[config.mk]
export PLATFORM = sky130hd
export DESIGN_NAME = ohcid_host_flat
export DESIGN_NICKNAME = d
export VERILOG_FILES = /design/src/pkg/ohcid_pkg.sv /design/src/pkg/ohcid_if.sv /design/src/verilog/ohcid_host.sv /design/src/flat_wrapper.sv
export VERILOG_INCLUDE_DIRS = /design/src /design/src/pkg
export SDC_FILE = /design/constraint.sdc
export NUM_CORES = 1
export LEC_CHECK = 0
export BUFFER_PORTS_ARGS = -buffer_cell sky130_fd_sc_hd__buf_2
export CORE_ASPECT_RATIO = 0.75
export CORE_MARGIN = 2
export CORE_UTILIZATION = 55
export CTS_BUF_LIST = sky130_fd_sc_hd__clkbuf_2 sky130_fd_sc_hd__clkbuf_4 sky130_fd_sc_hd__clkbuf_8
export CTS_CLUSTER_SIZE = 12
export DETAILED_ROUTE_END_ITERATION = 10
export GPL_TIMING_DRIVEN = 0
export PLACE_DENSITY = 0.85
export SYNTH_ARGS = -nofsm -noshare
export SYNTH_HDL_FRONTEND = slang
export SYNTH_SLANG_ARGS = --single-unit
[constraint.sdc]
create_clock -name hclk -period 5.55 [get_ports hclk]
set_input_delay 0.555 -clock hclk [delete_from_list [all_inputs] [get_ports hclk]]
set_output_delay 0.555 -clock hclk [all_outputs]
set_load 0.05 [all_outputs]
[src/pkg/ohcid_consts.svh]
// Offsets, field positions, reset values and timing counts for caller ID
`ifndef OHCID_CONSTS_SVH
`define OHCID_CONSTS_SVH
// ---------------------------------------------------------------------
// Register offsets of the host controller
// ---------------------------------------------------------------------
`define OHCID_OFS_CTRL     8'h00
`define OHCID_OFS_STATUS   8'h04
`define OHCID_OFS_MASK     8'h08
`define OHCID_OFS_SAMPLE   8'h0C
`define OHCID_OFS_STATE    8'h10
// ---------------------------------------------------------------------
// Control register fields
// ---------------------------------------------------------------------
`define OHCID_CTRL_GO_RING 0
`define OHCID_CTRL_GO_REV  1
`define OHCID_CTRL_DONE    2
`define OHCID_CTRL_OFFHOOK 3
`define OHCID_CTRL_GAIN_LO 4
`define OHCID_CTRL_GAIN_HI 6
// ---------------------------------------------------------------------
// Status and mask fields
// ---------------------------------------------------------------------
`define OHCID_ST_RING      0
`define OHCID_ST_REVERSAL  1
`define OHCID_ST_CAPTURE   2
`define OHCID_ST_SAMPLE    3
`define OHCID_ST_W         4
// ---------------------------------------------------------------------
// Serial sample words of the ring detector
// ---------------------------------------------------------------------
`define OHCID_WORD_POS     16'h7FFF
`define OHCID_WORD_NEG     16'h8000
`define OHCID_WORD_IDLE_FW 16'h04CC
// ---------------------------------------------------------------------
// Reset values and timing
// ---------------------------------------------------------------------
`define OHCID_RST_WORD     32'h0000_0000
`define OHCID_RST_GAIN     3'h0
`define OHCID_ATTEN_MAX    3'h4
`define OHCID_QUAL_MS      40
`define OHCID_CLK_KHZ      10000
`define OHCID_QUAL_CYC     (`OHCID_QUAL_MS * `OHCID_CLK_KHZ)
`endif

[src/pkg/ohcid_pkg.sv]
// Types shared by both ends of the caller ID capture link
package ohcid_pkg;
   // Host sequencer states
   typedef enum logic [3:0] {
      OHCID_IDLE      = 4'h0,
      OHCID_OFFHK     = 4'h1,
      OHCID_RING_WAIT = 4'h2,
      OHCID_RING_END  = 4'h3,
      OHCID_REV_WAIT  = 4'h4,
      OHCID_REV_QUAL  = 4'h5,
      OHCID_SET_ACR   = 4'h6,
      OHCID_SET_MODE  = 4'h7,
      OHCID_SET_MON   = 4'h8,
      OHCID_CAPTURE   = 4'h9,
      OHCID_TEARDOWN  = 4'hA
   } ohcid_state_t;
   typedef logic [15:0] ohcid_word_t;
   typedef logic [2:0]  ohcid_gain_t;
endpackage

[src/pkg/ohcid_if.sv]
// Control bits, detect flags and sample stream between host and device
`timescale 1ns/10ps
interface ohcid_if;
   import ohcid_pkg::*;
   logic        onhook_monitor_enable;        // Host: line monitor on
   logic        lowpower_select;              // Host: reduced-current ADC
   logic        offhook_request;              // Host: go off-hook
   logic        ac_coupling_reset;            // Host: reset ring coupling
   logic        full_wave_ring_detect_enable; // Host: full-wave detect
   ohcid_gain_t receive_gain_select;          // Host: gain/attenuation
   logic        flag_clear;                   // Host: clear both flags
   logic        ring_detect_positive_flag;    // Device: sticky flag
   logic        ring_detect_negative_flag;    // Device: sticky flag
   ohcid_word_t serial_sample_output;         // Device: sample word
   logic        sample_valid;                 // Device: word strobe
   modport dev (
      input  onhook_monitor_enable,
      input  lowpower_select,
      input  offhook_request,
      input  ac_coupling_reset,
      input  full_wave_ring_detect_enable,
      input  receive_gain_select,
      input  flag_clear,
      output ring_detect_positive_flag,
      output ring_detect_negative_flag,
      output serial_sample_output,
      output sample_valid
   );
   modport hst (
      output onhook_monitor_enable,
      output lowpower_select,
      output offhook_request,
      output ac_coupling_reset,
      output full_wave_ring_detect_enable,
      output receive_gain_select,
      output flag_clear,
      input  ring_detect_positive_flag,
      input  ring_detect_negative_flag,
      input  serial_sample_output,
      input  sample_valid
   );
endinterface

[src/verilog/ohcid_host.sv]
// Host end: AHB-Lite registers and caller ID capture sequencer
`timescale 1ns/10ps
`include "ohcid_consts.svh"
// How it works
// - Monitor enable turns on standard converter
// - Mode plus enable picks reduced-current converter
// - Clear monitor enable before requesting off-hook
// - Gain field attenuates reduced-current converter input
// - Prefer reduced-current converter for monitoring
// - After first ring, hold coupling reset
// - Set mode first, then monitor enable
// - Converter streams ring-pin samples to DSP
// - Clear enable, mode, reset before next ring
// - Enable full-wave detect for reversal capture
// - Reversal trips a ring detect flag
// - Edge within 40 ms means ring
// - Confirmed reversal: reset, then mode, enable
// - Full-wave words: 1228 idle, full scale
// - Sample sign bit follows ring frequency
module ohcid_host #(
   parameter int QUAL_CYCLES = `OHCID_QUAL_CYC,
   parameter int CNT_W       = 20
) (
   input  wire logic        hclk,
   input  wire logic        hresetn,
   input  wire logic        hsel,
   input  wire logic [31:0] haddr,
   input  wire logic [1:0]  htrans,
   input  wire logic        hwrite,
   input  wire logic [2:0]  hsize,
   input  wire logic [31:0] hwdata,
   input  wire logic        hready,
   output logic      [31:0] hrdata,
   output logic             hreadyout,
   output logic             hresp,
   output logic             irq,
   ohcid_if.hst             link
);
   import ohcid_pkg::*;

   // -----------------------------------------------------------------
   // Declarations
   // -----------------------------------------------------------------
   localparam logic [CNT_W-1:0] QUAL_LAST = CNT_W'(QUAL_CYCLES - 1);
   ohcid_state_t            st_q;        // Sequencer state
   ohcid_state_t            st_d;        // Next state
   logic [CNT_W-1:0]        cnt_q;       // Quiet-time counter
   logic                    wr_q;        // Write data phase pending
   logic [7:0]              wadr_q;      // Latched write offset
   logic                    offhk_q;     // Software off-hook level
   ohcid_gain_t             gain_q;      // Software gain field
   logic                    go_ring_q;   // Between-ring start pulse
   logic                    go_rev_q;    // Reversal start pulse
   logic                    done_q;      // Data received pulse
   logic [`OHCID_ST_W-1:0]  stat_q;      // Sticky events
   logic [`OHCID_ST_W-1:0]  mask_q;      // Interrupt mask
   logic [`OHCID_ST_W-1:0]  ev;          // Events this cycle
   ohcid_word_t             smp_q;       // Last captured sample
   logic                    rd_acc;      // Read taken this edge
   logic                    wr_acc;      // Write taken this edge
   logic                    edge_seen;   // Fresh detect flag
   logic                    quiet_done;  // 40 ms without an edge

   // Accepted transfer in the address phase
   function automatic logic take(input logic wr);
      take = hsel & htrans[1] & hready & (hwrite == wr);
   endfunction

   assign rd_acc = take(1'b0);
   assign wr_acc = take(1'b1);
   // Flags still high during our own clear are not new edges
   assign edge_seen  = (link.ring_detect_positive_flag
                       | link.ring_detect_negative_flag)
                       & ~link.flag_clear;
   assign quiet_done = (cnt_q == QUAL_LAST);

   // -----------------------------------------------------------------
   // Bus slave
   // -----------------------------------------------------------------
   // Zero wait states; write data lands one edge after its address
   always_ff @(posedge hclk or negedge hresetn)
   begin
      if (!hresetn)
      begin
         wr_q      <= 1'b0;
         wadr_q    <= 8'h00;
         hreadyout <= 1'b1;
         hresp     <= 1'b0;
      end
      else
      begin
         wr_q      <= wr_acc;
         hreadyout <= 1'b1;
         hresp     <= 1'b0;
         if (wr_acc)
            wadr_q <= haddr[7:0];
      end
   end

   // Read data registered at the address edge, valid in data phase
   always_ff @(posedge hclk or negedge hresetn)
   begin
      if (!hresetn)
         hrdata <= `OHCID_RST_WORD;
      else if (rd_acc)
      begin
         unique case (haddr[7:0])
            `OHCID_OFS_CTRL:
               hrdata <= {25'h0, gain_q, offhk_q, 3'h0};
            `OHCID_OFS_STATUS: hrdata <= {28'h0, stat_q};
            `OHCID_OFS_MASK:   hrdata <= {28'h0, mask_q};
            `OHCID_OFS_SAMPLE: hrdata <= {16'h0, smp_q};
            `OHCID_OFS_STATE:  hrdata <= {28'h0, st_q};
            // Unmapped offsets read as zero
            default:           hrdata <= `OHCID_RST_WORD;
         endcase
      end
   end

   // Control register and command pulses
   always_ff @(posedge hclk or negedge hresetn)
   begin
      if (!hresetn)
      begin
         offhk_q   <= 1'b0;
         gain_q    <= `OHCID_RST_GAIN;
         go_ring_q <= 1'b0;
         go_rev_q  <= 1'b0;
         done_q    <= 1'b0;
         mask_q    <= '0;
      end
      else
      begin
         go_ring_q <= 1'b0;
         go_rev_q  <= 1'b0;
         done_q    <= 1'b0;
         if (wr_q && wadr_q == `OHCID_OFS_CTRL)
         begin
            go_ring_q <= hwdata[`OHCID_CTRL_GO_RING];
            go_rev_q  <= hwdata[`OHCID_CTRL_GO_REV];
            done_q    <= hwdata[`OHCID_CTRL_DONE];
            offhk_q   <= hwdata[`OHCID_CTRL_OFFHOOK];
            gain_q    <= hwdata[`OHCID_CTRL_GAIN_HI:`OHCID_CTRL_GAIN_LO];
         end
         if (wr_q && wadr_q == `OHCID_OFS_MASK)
            mask_q <= hwdata[`OHCID_ST_W-1:0];
      end
   end

   // -----------------------------------------------------------------
   // Interrupt status
   // -----------------------------------------------------------------
   always_comb
   begin
      ev = '0;
      ev[`OHCID_ST_RING]     = (st_q == OHCID_REV_QUAL) & edge_seen;
      ev[`OHCID_ST_REVERSAL] = (st_q == OHCID_REV_QUAL) & quiet_done
                               & ~edge_seen;
      ev[`OHCID_ST_CAPTURE]  = (st_q == OHCID_SET_MON);
      ev[`OHCID_ST_SAMPLE]   = (st_q == OHCID_CAPTURE) & link.sample_valid;
   end

   // Read clears, but an event in the same cycle stays set
   always_ff @(posedge hclk or negedge hresetn)
   begin
      if (!hresetn)
      begin
         stat_q <= '0;
         irq    <= 1'b0;
         smp_q  <= 16'h0000;
      end
      else
      begin
         if (rd_acc && haddr[7:0] == `OHCID_OFS_STATUS)
            stat_q <= ev;
         else
            stat_q <= stat_q | ev;
         irq <= |((stat_q | ev) & mask_q);
         if (ev[`OHCID_ST_SAMPLE])
            smp_q <= link.serial_sample_output;
      end
   end

   // -----------------------------------------------------------------
   // Capture sequencer
   // -----------------------------------------------------------------
   always_comb
   begin
      st_d = st_q;
      unique case (st_q)
         OHCID_IDLE:
            // Monitor is already off here before going off-hook
            if (offhk_q)
               st_d = OHCID_OFFHK;
            else if (go_rev_q)
               st_d = OHCID_REV_WAIT;
            else if (go_ring_q)
               st_d = OHCID_RING_WAIT;
         OHCID_OFFHK:
            if (!offhk_q)
               st_d = OHCID_IDLE;
         OHCID_RING_WAIT:
            if (edge_seen)
               st_d = OHCID_RING_END;
         OHCID_RING_END:
            // First ring over once its edges stop for the interval
            if (quiet_done && !edge_seen)
               st_d = OHCID_SET_ACR;
         OHCID_REV_WAIT:
            if (edge_seen)
               st_d = OHCID_REV_QUAL;
         OHCID_REV_QUAL:
            if (edge_seen)
               st_d = OHCID_REV_WAIT;
            else if (quiet_done)
               st_d = OHCID_SET_ACR;
         OHCID_SET_ACR:  st_d = OHCID_SET_MODE;
         OHCID_SET_MODE: st_d = OHCID_SET_MON;
         OHCID_SET_MON:  st_d = OHCID_CAPTURE;
         OHCID_CAPTURE:
            if (done_q || offhk_q)
               st_d = OHCID_TEARDOWN;
         OHCID_TEARDOWN: st_d = OHCID_IDLE;
         default:        st_d = OHCID_IDLE;
      endcase
      // Off-hook abandons any wait; a live monitor ends via OHCID_TEARDOWN
      if (offhk_q && st_q inside {OHCID_RING_WAIT, OHCID_RING_END,
                                  OHCID_REV_WAIT, OHCID_REV_QUAL})
         st_d = OHCID_IDLE;
   end

   always_ff @(posedge hclk or negedge hresetn)
   begin
      if (!hresetn)
         st_q <= OHCID_IDLE;
      else
         st_q <= st_d;
   end

   // Quiet counter restarts on every edge and on entering a wait
   always_ff @(posedge hclk or negedge hresetn)
   begin
      if (!hresetn)
         cnt_q <= '0;
      else if (edge_seen || st_q != st_d)
         cnt_q <= '0;
      else if (!quiet_done)
         cnt_q <= cnt_q + 1'b1;
   end

   // -----------------------------------------------------------------
   // Line control bits
   // -----------------------------------------------------------------
   always_ff @(posedge hclk or negedge hresetn)
   begin
      if (!hresetn)
      begin
         link.onhook_monitor_enable        <= 1'b0;
         link.lowpower_select              <= 1'b0;
         link.offhook_request              <= 1'b0;
         link.ac_coupling_reset            <= 1'b0;
         link.full_wave_ring_detect_enable <= 1'b0;
         link.receive_gain_select          <= `OHCID_RST_GAIN;
         link.flag_clear                   <= 1'b0;
      end
      else
      begin
         link.receive_gain_select <= gain_q;
         link.flag_clear          <= edge_seen;
         link.offhook_request     <= (st_q == OHCID_OFFHK)
                                     & offhk_q;
         if (st_d == OHCID_REV_WAIT)
            link.full_wave_ring_detect_enable <= 1'b1;
         if (st_q == OHCID_SET_ACR)
            link.ac_coupling_reset <= 1'b1;
         // Always the 7 mA converter, ahead of the enable
         if (st_q == OHCID_SET_MODE)
            link.lowpower_select <= 1'b1;
         if (st_q == OHCID_SET_MON)
            link.onhook_monitor_enable <= 1'b1;
         if (st_q == OHCID_TEARDOWN)
         begin
            link.onhook_monitor_enable        <= 1'b0;
            link.lowpower_select              <= 1'b0;
            link.ac_coupling_reset            <= 1'b0;
            link.full_wave_ring_detect_enable <= 1'b0;
         end
         if (st_q == OHCID_IDLE && st_d != OHCID_REV_WAIT)
            link.full_wave_ring_detect_enable <= 1'b0;
      end
   end
endmodule

[src/flat_wrapper.sv]
// flat-port wrapper written by rule: the top's interface ports become plain ports
module ohcid_host_flat import ohcid_pkg::*;
#(
   parameter int QUAL_CYCLES = `OHCID_QUAL_CYC,
   parameter int CNT_W       = 20
)
  (hclk, hresetn, hsel, haddr, htrans, hwrite, hsize, hwdata, hready, hrdata, hreadyout, hresp, irq, link_onhook_monitor_enable, link_lowpower_select, link_offhook_request, link_ac_coupling_reset, link_full_wave_ring_detect_enable, link_receive_gain_select, link_flag_clear, link_ring_detect_positive_flag, link_ring_detect_negative_flag, link_serial_sample_output, link_sample_valid);
  ohcid_if link_i ();
  input  wire logic hclk;
  input  wire logic hresetn;
  input  wire logic hsel;
  input  wire logic [31:0] haddr;
  input  wire logic [1:0] htrans;
  input  wire logic hwrite;
  input  wire logic [2:0] hsize;
  input  wire logic [31:0] hwdata;
  input  wire logic hready;
  output logic      [31:0] hrdata;
  output logic hreadyout;
  output logic hresp;
  output logic irq;
  output wire logic [$bits(link_i.onhook_monitor_enable)-1:0] link_onhook_monitor_enable;
  output wire logic [$bits(link_i.lowpower_select)-1:0] link_lowpower_select;
  output wire logic [$bits(link_i.offhook_request)-1:0] link_offhook_request;
  output wire logic [$bits(link_i.ac_coupling_reset)-1:0] link_ac_coupling_reset;
  output wire logic [$bits(link_i.full_wave_ring_detect_enable)-1:0] link_full_wave_ring_detect_enable;
  output wire logic [$bits(link_i.receive_gain_select)-1:0] link_receive_gain_select;
  output wire logic [$bits(link_i.flag_clear)-1:0] link_flag_clear;
  input wire logic [$bits(link_i.ring_detect_positive_flag)-1:0] link_ring_detect_positive_flag;
  input wire logic [$bits(link_i.ring_detect_negative_flag)-1:0] link_ring_detect_negative_flag;
  input wire logic [$bits(link_i.serial_sample_output)-1:0] link_serial_sample_output;
  input wire logic [$bits(link_i.sample_valid)-1:0] link_sample_valid;
  assign link_onhook_monitor_enable = link_i.onhook_monitor_enable;
  assign link_lowpower_select = link_i.lowpower_select;
  assign link_offhook_request = link_i.offhook_request;
  assign link_ac_coupling_reset = link_i.ac_coupling_reset;
  assign link_full_wave_ring_detect_enable = link_i.full_wave_ring_detect_enable;
  assign link_receive_gain_select = link_i.receive_gain_select;
  assign link_flag_clear = link_i.flag_clear;
  assign link_i.ring_detect_positive_flag = link_ring_detect_positive_flag;
  assign link_i.ring_detect_negative_flag = link_ring_detect_negative_flag;
  assign link_i.serial_sample_output = link_serial_sample_output;
  assign link_i.sample_valid = link_sample_valid;
  ohcid_host #(.QUAL_CYCLES(QUAL_CYCLES), .CNT_W(CNT_W)) u_core (.hclk(hclk), .hresetn(hresetn), .hsel(hsel), .haddr(haddr), .htrans(htrans), .hwrite(hwrite), .hsize(hsize), .hwdata(hwdata), .hready(hready), .hrdata(hrdata), .hreadyout(hreadyout), .hresp(hresp), .irq(irq), .link(link_i));
endmodule
== Word level (Yosys, flattened, before mapping) ==
Cells that the tools add are included.

* Add/sub/neg operators: 1
* Multipliers: 0
* Div/mod/pow operators: 0
* Magnitude comparators: 0
* Eq/ne operators: 20
* Shift-type cells: 0
* Mux-type cells: 28
* Bitwise logic cells: 16
* Reductions and logical operators: 18

{| class="wikitable"
|+ Operator list
! operator !! number
|-
| 16-bit one-hot mux with 5 select lines || 1
|-
| 4-bit two-way mux || 12
|-
| 20-bit two-way mux || 2
|-
| 4-bit one-hot mux with 10 select lines || 1
|-
| 8-bit by 4-bit equality test with 1-bit output (second input constant) || 3
|-
| 20-bit by 1-bit adder with 20-bit output (second input constant) || 1
|-
| 20-bit by 19-bit equality test with 1-bit output (second input constant) || 1
|-
| 4-bit by 3-bit equality test with 1-bit output (second input constant) || 5
|-
| 8-bit logical NOT || 2
|-
| 4-bit equality test (second input constant) || 3
|-
| 1-bit two-way mux || 12
|-
| 1-bit bitwise AND || 10
|-
| 4-bit by 2-bit equality test with 1-bit output (second input constant) || 2
|-
| 8-bit by 3-bit equality test with 1-bit output (second input constant) || 1
|-
| 8-bit by 5-bit equality test with 1-bit output (second input constant) || 1
|-
| 1-bit logical AND || 6
|-
| 2-bit nonzero test || 3
|-
| 4-bit bitwise AND || 1
|-
| 4-bit by 1-bit equality test with 1-bit output (second input constant) || 1
|-
| 4-bit logical NOT || 1
|-
| 4-bit by 3-bit inequality test with 1-bit output (second input constant) || 1
|-
| 4-bit inequality test || 1
|-
| 4-bit bitwise OR || 1
|-
| 4-bit nonzero test || 1
|-
| other kinds (7) || 10
|}

* Bits in registers: 106
* Bits in latches: 0
* RAM bits: 0
* Bits in read-only memories: 0
* Bits of input ports: 93
* Word-level logic and storage cells: 104
* Memories: 0

== Longest topological paths before layout ==
* Word-level depth: 11
* Gate-level depth with buffers: 9

== Least setup slack after synthesis ==
No wires, ideal clock.

* Path type: input -> register
* Start: input port haddr[7]
* End: register u_core.stat_q[0]
* Setup time: 0.118 ns
* Data arrival time: 1.966 ns
* Required time: 5.432 ns
* Slack: 3.466 ns
* Stages on the path: 5
* Buffers on the path: 0
* Cells stage by stage: or4_1 -> nor2_1 -> nand3b_1 -> or3_1 -> a21o_1

* Word-level cells in the longest chain between the ends: 3

{| class="wikitable"
|+ Ends and longest elaborated chain
! item !! line !! text
|-
| start: declaration || flat_wrapper.sv:12 || <nowiki>input wire logic [31:0] haddr;</nowiki>
|-
| 8-bit by 3-bit equality test with 1-bit output (no source line) || -- ||
|-
| 1-bit logical AND (no source line) || -- ||
|-
| 4-bit two-way mux || ohcid_host.sv:174 || <nowiki>if (rd_acc && haddr[7:0] == `OHCID_OFS_STATUS)</nowiki>
|-
| end signal: assignment || ohcid_host.sv:175 || <nowiki>stat_q <= ev;</nowiki>
|-
| end signal: assignment || ohcid_host.sv:177 || <nowiki>stat_q <= stat_q | ev;</nowiki>
|-
| end: declaration || ohcid_host.sv:55 || <nowiki>logic [`OHCID_ST_W-1:0] stat_q;</nowiki>
|}

Every way passes these cells.
A chain may end at the register's enable or synchronous reset.

== Final worst setup path ==
* Start: register u_core.cnt_q[0]
* End: register u_core.cnt_q[15]

* Word-level cells in the longest chain between the ends: 8

{| class="wikitable"
|+ Ends and longest elaborated chain
! item !! line !! text
|-
| start: declaration || ohcid_host.sv:47 || <nowiki>logic [CNT_W-1:0] cnt_q;</nowiki>
|-
| start signal: assignment || ohcid_host.sv:248 || <nowiki>cnt_q <= cnt_q + 1'b1;</nowiki>
|-
| 20-bit by 19-bit equality test with 1-bit output || ohcid_host.sv:75 || <nowiki>assign quiet_done = (cnt_q == QUAL_LAST);</nowiki>
|-
| 4-bit two-way mux / 1-bit logical AND (equally long branches) || ohcid_host.sv:215, ohcid_host.sv:207 ||
|-
| 4-bit two-way mux (on tied branches) || ohcid_host.sv:213, ohcid_host.sv:207 ||
|-
| 4-bit one-hot mux with 10 select lines || ohcid_host.sv:190 || <nowiki>unique case (st_q)</nowiki>
|-
| 4-bit two-way mux || ohcid_host.sv:227 || <nowiki>if (offhk_q && st_q inside {OHCID_RING_WAIT, OHCID_RING_END,</nowiki>
|-
| 4-bit inequality test || ohcid_host.sv:245 || <nowiki>else if (edge_seen || st_q != st_d)</nowiki>
|-
| 1-bit logical OR || ohcid_host.sv:245 ||
|-
| 2-bit inequality test (no source line) / 20-bit two-way mux (equally long branches) || -- ||
|}

Parallel ways exist; a longest one is shown, timed or not. The select of a mux whose other input is x is not followed.

==> impl.org <==
** Final layout
- The net count of the finished layout is ~640.
- From synthesis to final layout, the design area changed by 17.46%.
- Of the cells placed in the final design, the portion with a size suffix greater than 1 is about 23%.
- Layout filler cell count :: 619
- Summing all multi-input logic gate instances after layout gives 1927 µm².
- Total inserted antenna cells :: 0
- Storage cell area :: about 2300 µm²

** Logic synthesis
- After synthesis the netlist holds a flip-flop and latch count of 90.
- The mapped netlist covers about 4400 µm².
- The commonest cells after synthesis are 92 x nand2_1, 90 x dfrtp_1, 28 x nor2_1.
- dfrtp_1 takes more of the synthesized area than any other cell.
- Number of synthesized flops with an enable pin :: 0
- Asr flop ratio synth :: 100.0%
- For this run, the register share of the synthesized area comes to 51.61%.
- Largest cells by area after synthesis :: dfrtp_1 52%, nand2_1 7.9%, buf_4 3.4%, nor3_1 2.6%, nor2_1 2.4%
- The synthesized design devotes to its leading area cell type 51.61% of total area.
- Most numerous cell in the Yosys netlist :: nand2_1
- For this run, the number of Yosys warnings is 0.
- Mapped Avg Cell Area :: 9.720 µm²
- Synthesis produced 449 cells.
- The synthesized netlist contains 62 unique library cells.
- For this run, the leading register cell type out of synthesis is dfrtp_1.

** Timing
- Slew at the pin closest to its max-slew limit :: slightly above 0.7 ns
- Final Hold Fails :: 0
- The final max-slew violation count is 0.
- Setup clock skew after layout :: around 0.0059 ns
- Timing would allow up to 0.4052 GHz.
- Setup violations remaining at the end of the flow were counted as 0.
- Final period utilization :: 44.47%
- Setup repair after global routing missed its margin :: false
- Sum of negative setup slack :: 0 ns
- The worst path needs between 2 and 2.5 ns of the cycle, external delays included.
- Worst slew slack as a fraction of its limit :: a little over half
- Fin Hold WS :: 0.07664 ns

** Clock network
- PostCTS Resize Cnt :: 0
- After clock tree synthesis, the setup repair step added 0 buffers.
- CTS tree :: done
- The cell sitting at the root of the clock tree is a clkbuf_8.
- In this run the deepest clock path goes through 2 buffers.
- Clock transition at the register clock pins on the worst setup and hold paths after CTS :: roughly 0.090 ns
- The H-tree was split into 3 levels.
- CTS Hold Bufs :: 0
- Number of CTS-inserted buffers :: 9
- Number of sinks on the clock net :: 90
- For the worst-skew pair, the clock arrives at the later sink with an insertion delay of 0.36 ns.

** Placed design
- Global placement routability congestion :: between 0.9 and 1
- Number of buffer cells added on primary ports :: 65
- Half-perimeter wire length after placement :: between 7000 and 8000 µm

** Drt
- Post-route ant nets :: 0
- Mean number of vias per cell :: approximately 5.6
- In the routed design, unresolved DRC markers number 0.
- First-pass iteration count of the detailed router :: 5
- Dividing the detail-routed wire length by the instance count gives between 15 and 20 µm.
- The routed layout has 3624 vias.
- DRC violation total after the first TritonRoute iteration :: approximately 230
- Final wirelength :: about 10000 µm

** Die
- Row cnt :: 28
- Total I/O pin count :: roughly 140
- Measured along the y axis, the die boundary spans 81.15 µm.
- Core box area :: 7777 µm²
- Effective utilization at floorplan :: between 50% and 60%
- Total die area :: 8671 µm²
- Die span in x :: about 110 µm

** Worst setup path
- In this design, the stage delay of the slowest critical-path cell is about 0.53 ns.
- Sequence of cells on the critical path :: ha_1 -> nand3_1 -> or2_0 -> clkbuf_1 -> nor4_2 -> o22ai_1 -> o211ai_1 -> buf_2 -> nor3_1
- Critical Path Slowest Stage Cell :: nor4_2
- For flop-to-flop paths, the worst setup slack is slightly above 3 ns.
- Startpoint class of the critical path :: flip-flop
- R2R Path Start :: u_core.cnt_q[0]$_DFFE_PN0P_
- Family with the most delay on the worst path :: simple AND/OR/NAND/NOR gates
- For the worst setup path, the data arrival time is approximately 2.7 ns.
- The worst register-to-register path has a depth of 9.
- Worst Path Required :: approximately 5.8 ns
- STA classifies the critical path endpoint as a flip-flop.
- The worst setup path is of the reg -> reg kind.
- Along the worst path, the maximum fanout reaches 10.
- The critical path contains buffers and inverters numbering 2 combined.
- In this run the critical register-to-register path is captured at u_core.cnt_q[15]$_DFFE_PN0P_.

** Pwr
- Power density over the cells :: 320.2 nW/µm²
- Static Leak :: approximately 0.0025 µW
- Max VDD drop :: about 0.2 mV

** GRT
- Initial antenna violation count :: 0
- Entering global routing, the biggest net connects 71 pins.
- Overall global routing resource usage :: ~24%
- The first global-routing pass estimated roughly 16000 µm of wire.
- Via count of the first global-routing pass :: 3459
- Total overflow reported by the global router :: 0

** Worst hold path
- Type of the tightest min-delay check :: in -> async

** Outcome
- The run finished with clean final reports.

** Run
- Number of maximum-capacitance violations :: 0
-- final cells by class --
cell class,instances,share of cell area (%)
flip-flops and latches,90,43.93
multi-input cells,333,37.59
repair buffers,66,6.932
plain buffers,35,4.271
well taps,105,2.563
clock buffers,9,2.416
clock inverters,6,1.782
inverters,7,0.5126
-- how the worst max path moves through the flow --
stage | from | depth (start not counted) | endpoint
2_1_floorplan | haddr[7] | 5 | u_core.stat_q[0]$_DFF_PN0_
3_3_place_gp | haddr[7] | 6 | u_core.hrdata[15]$_DFFE_PN0P_
3_5_place_dp | haddr[7] | 6 | u_core.hrdata[11]$_DFFE_PN0P_
4_1_cts | u_core.cnt_q[0]$_DFFE_PN0P_ | 9 | u_core.cnt_q[8]$_DFFE_PN0P_
5_1_grt | u_core.cnt_q[0]$_DFFE_PN0P_ | 9 | u_core.cnt_q[8]$_DFFE_PN0P_
6_report | u_core.cnt_q[0]$_DFFE_PN0P_ | 9 | u_core.cnt_q[15]$_DFFE_PN0P_
-- cell families after synthesis --
| group | count (synthesis) | synth area share [%] |
|---|---|---|
| AND/OR/NAND/NOR | 208 | 23.14 |
| flip-flops | 90 | 51.61 |
| AO/OA/AOI/OAI | 75 | 12.27 |
| buffers and inverters | 42 | 5.619 |
| multiplexers | 16 | 3.899 |
| XOR/XNOR | 15 | 3.010 |
| other | 2 | 0.1721 |
| adder cells (fa/ha/maj) | 1 | 0.2867 |
-- registers in the layout, indices dropped and copies added, names as in the netlist --
| signal | count |
|---|---|
| u_core.done_q | 1 |
| u_core.go_ring_q | 1 |
| u_core.irq | 1 |
| u_core.link.receive_gain_select | 3 |
| u_core.hrdata | 16 |
| u_core.st_q | 4 |
| u_core.link.lowpower_select | 1 |
| u_core.link.full_wave_ring_detect_enable | 1 |
| u_core.link.ac_coupling_reset | 1 |
| u_core.smp_q | 16 |
| u_core.wr_q | 1 |
| u_core.mask_q | 4 |
| u_core.gain_q | 3 |
| u_core.go_rev_q | 1 |
| u_core.link.flag_clear | 1 |
| u_core.stat_q | 4 |
| u_core.wadr_q | 8 |
| u_core.link.onhook_monitor_enable | 1 |
| u_core.link.offhook_request | 1 |
| u_core.cnt_q | 20 |
| u_core.offhk_q | 1 |
-- power by group --
part	leakage (µW)	internal, µW	switching [µW]
Combinational	0.00123	133	275
Sequential	0.00122	706	40.7
Clock	0.0000979	252	234
-- through the flow --
stage / total power [µW] / instances / area, µm² / util [%] / setup WS [ns]
after global routing: 1730 / 651 / 5126 / 65.91 / 2.872
after CTS: 1648 / 651 / 5126 / 65.91 / 3.106
after detailed placement: 1165 / 636 / 4911 / 63.14 / 3.029
after floorplan: 1051 / 465 / 4424 / - / 3.466
final: 1642 / 651 / 5126 / 65.91 / 3.082
after global placement: 1150 / 635 / 4881 / 62.76 / 3.132
-- per-layer routing --
metal | vias up | GRT usage (%) | routed length (µm)
met4 | 0 | 7.403 | 148
met5 | - | 0 | 0
li1 | 1720 | - | -
met3 | 14 | 5.618 | 754
met1 | 1723 | 33.07 | 4359
met2 | 167 | 38.47 | 4810
-- cell usage in the layout (no fill, tap or decap), types with 4 or more instances in the layout --
cell / synthesis / final
a21o_1: 4 / 4
a21oi_1: 10 / 10
a22o_1: 12 / 12
and2_1: 7 / 7
and3_1: 7 / 7
buf_2: 4 / 68
buf_4: 20 / 21
clkbuf_1: 9 / 9
clkbuf_8: 0 / 9
conb_1: 2 / 18
dfrtp_1: 90 / 90
inv_1: 5 / 5
mux2_2: 7 / 7
mux2i_1: 8 / 8
nand2_1: 92 / 92
nand3_1: 13 / 13
nand4_1: 6 / 6
nor2_1: 28 / 28
nor2b_1: 5 / 5
nor3_1: 23 / 23
nor4_1: 6 / 6
o21ai_0: 20 / 20
xnor2_1: 10 / 10
xor2_1: 5 / 5
No activity file was read; power rests on OpenSTA's default activity.
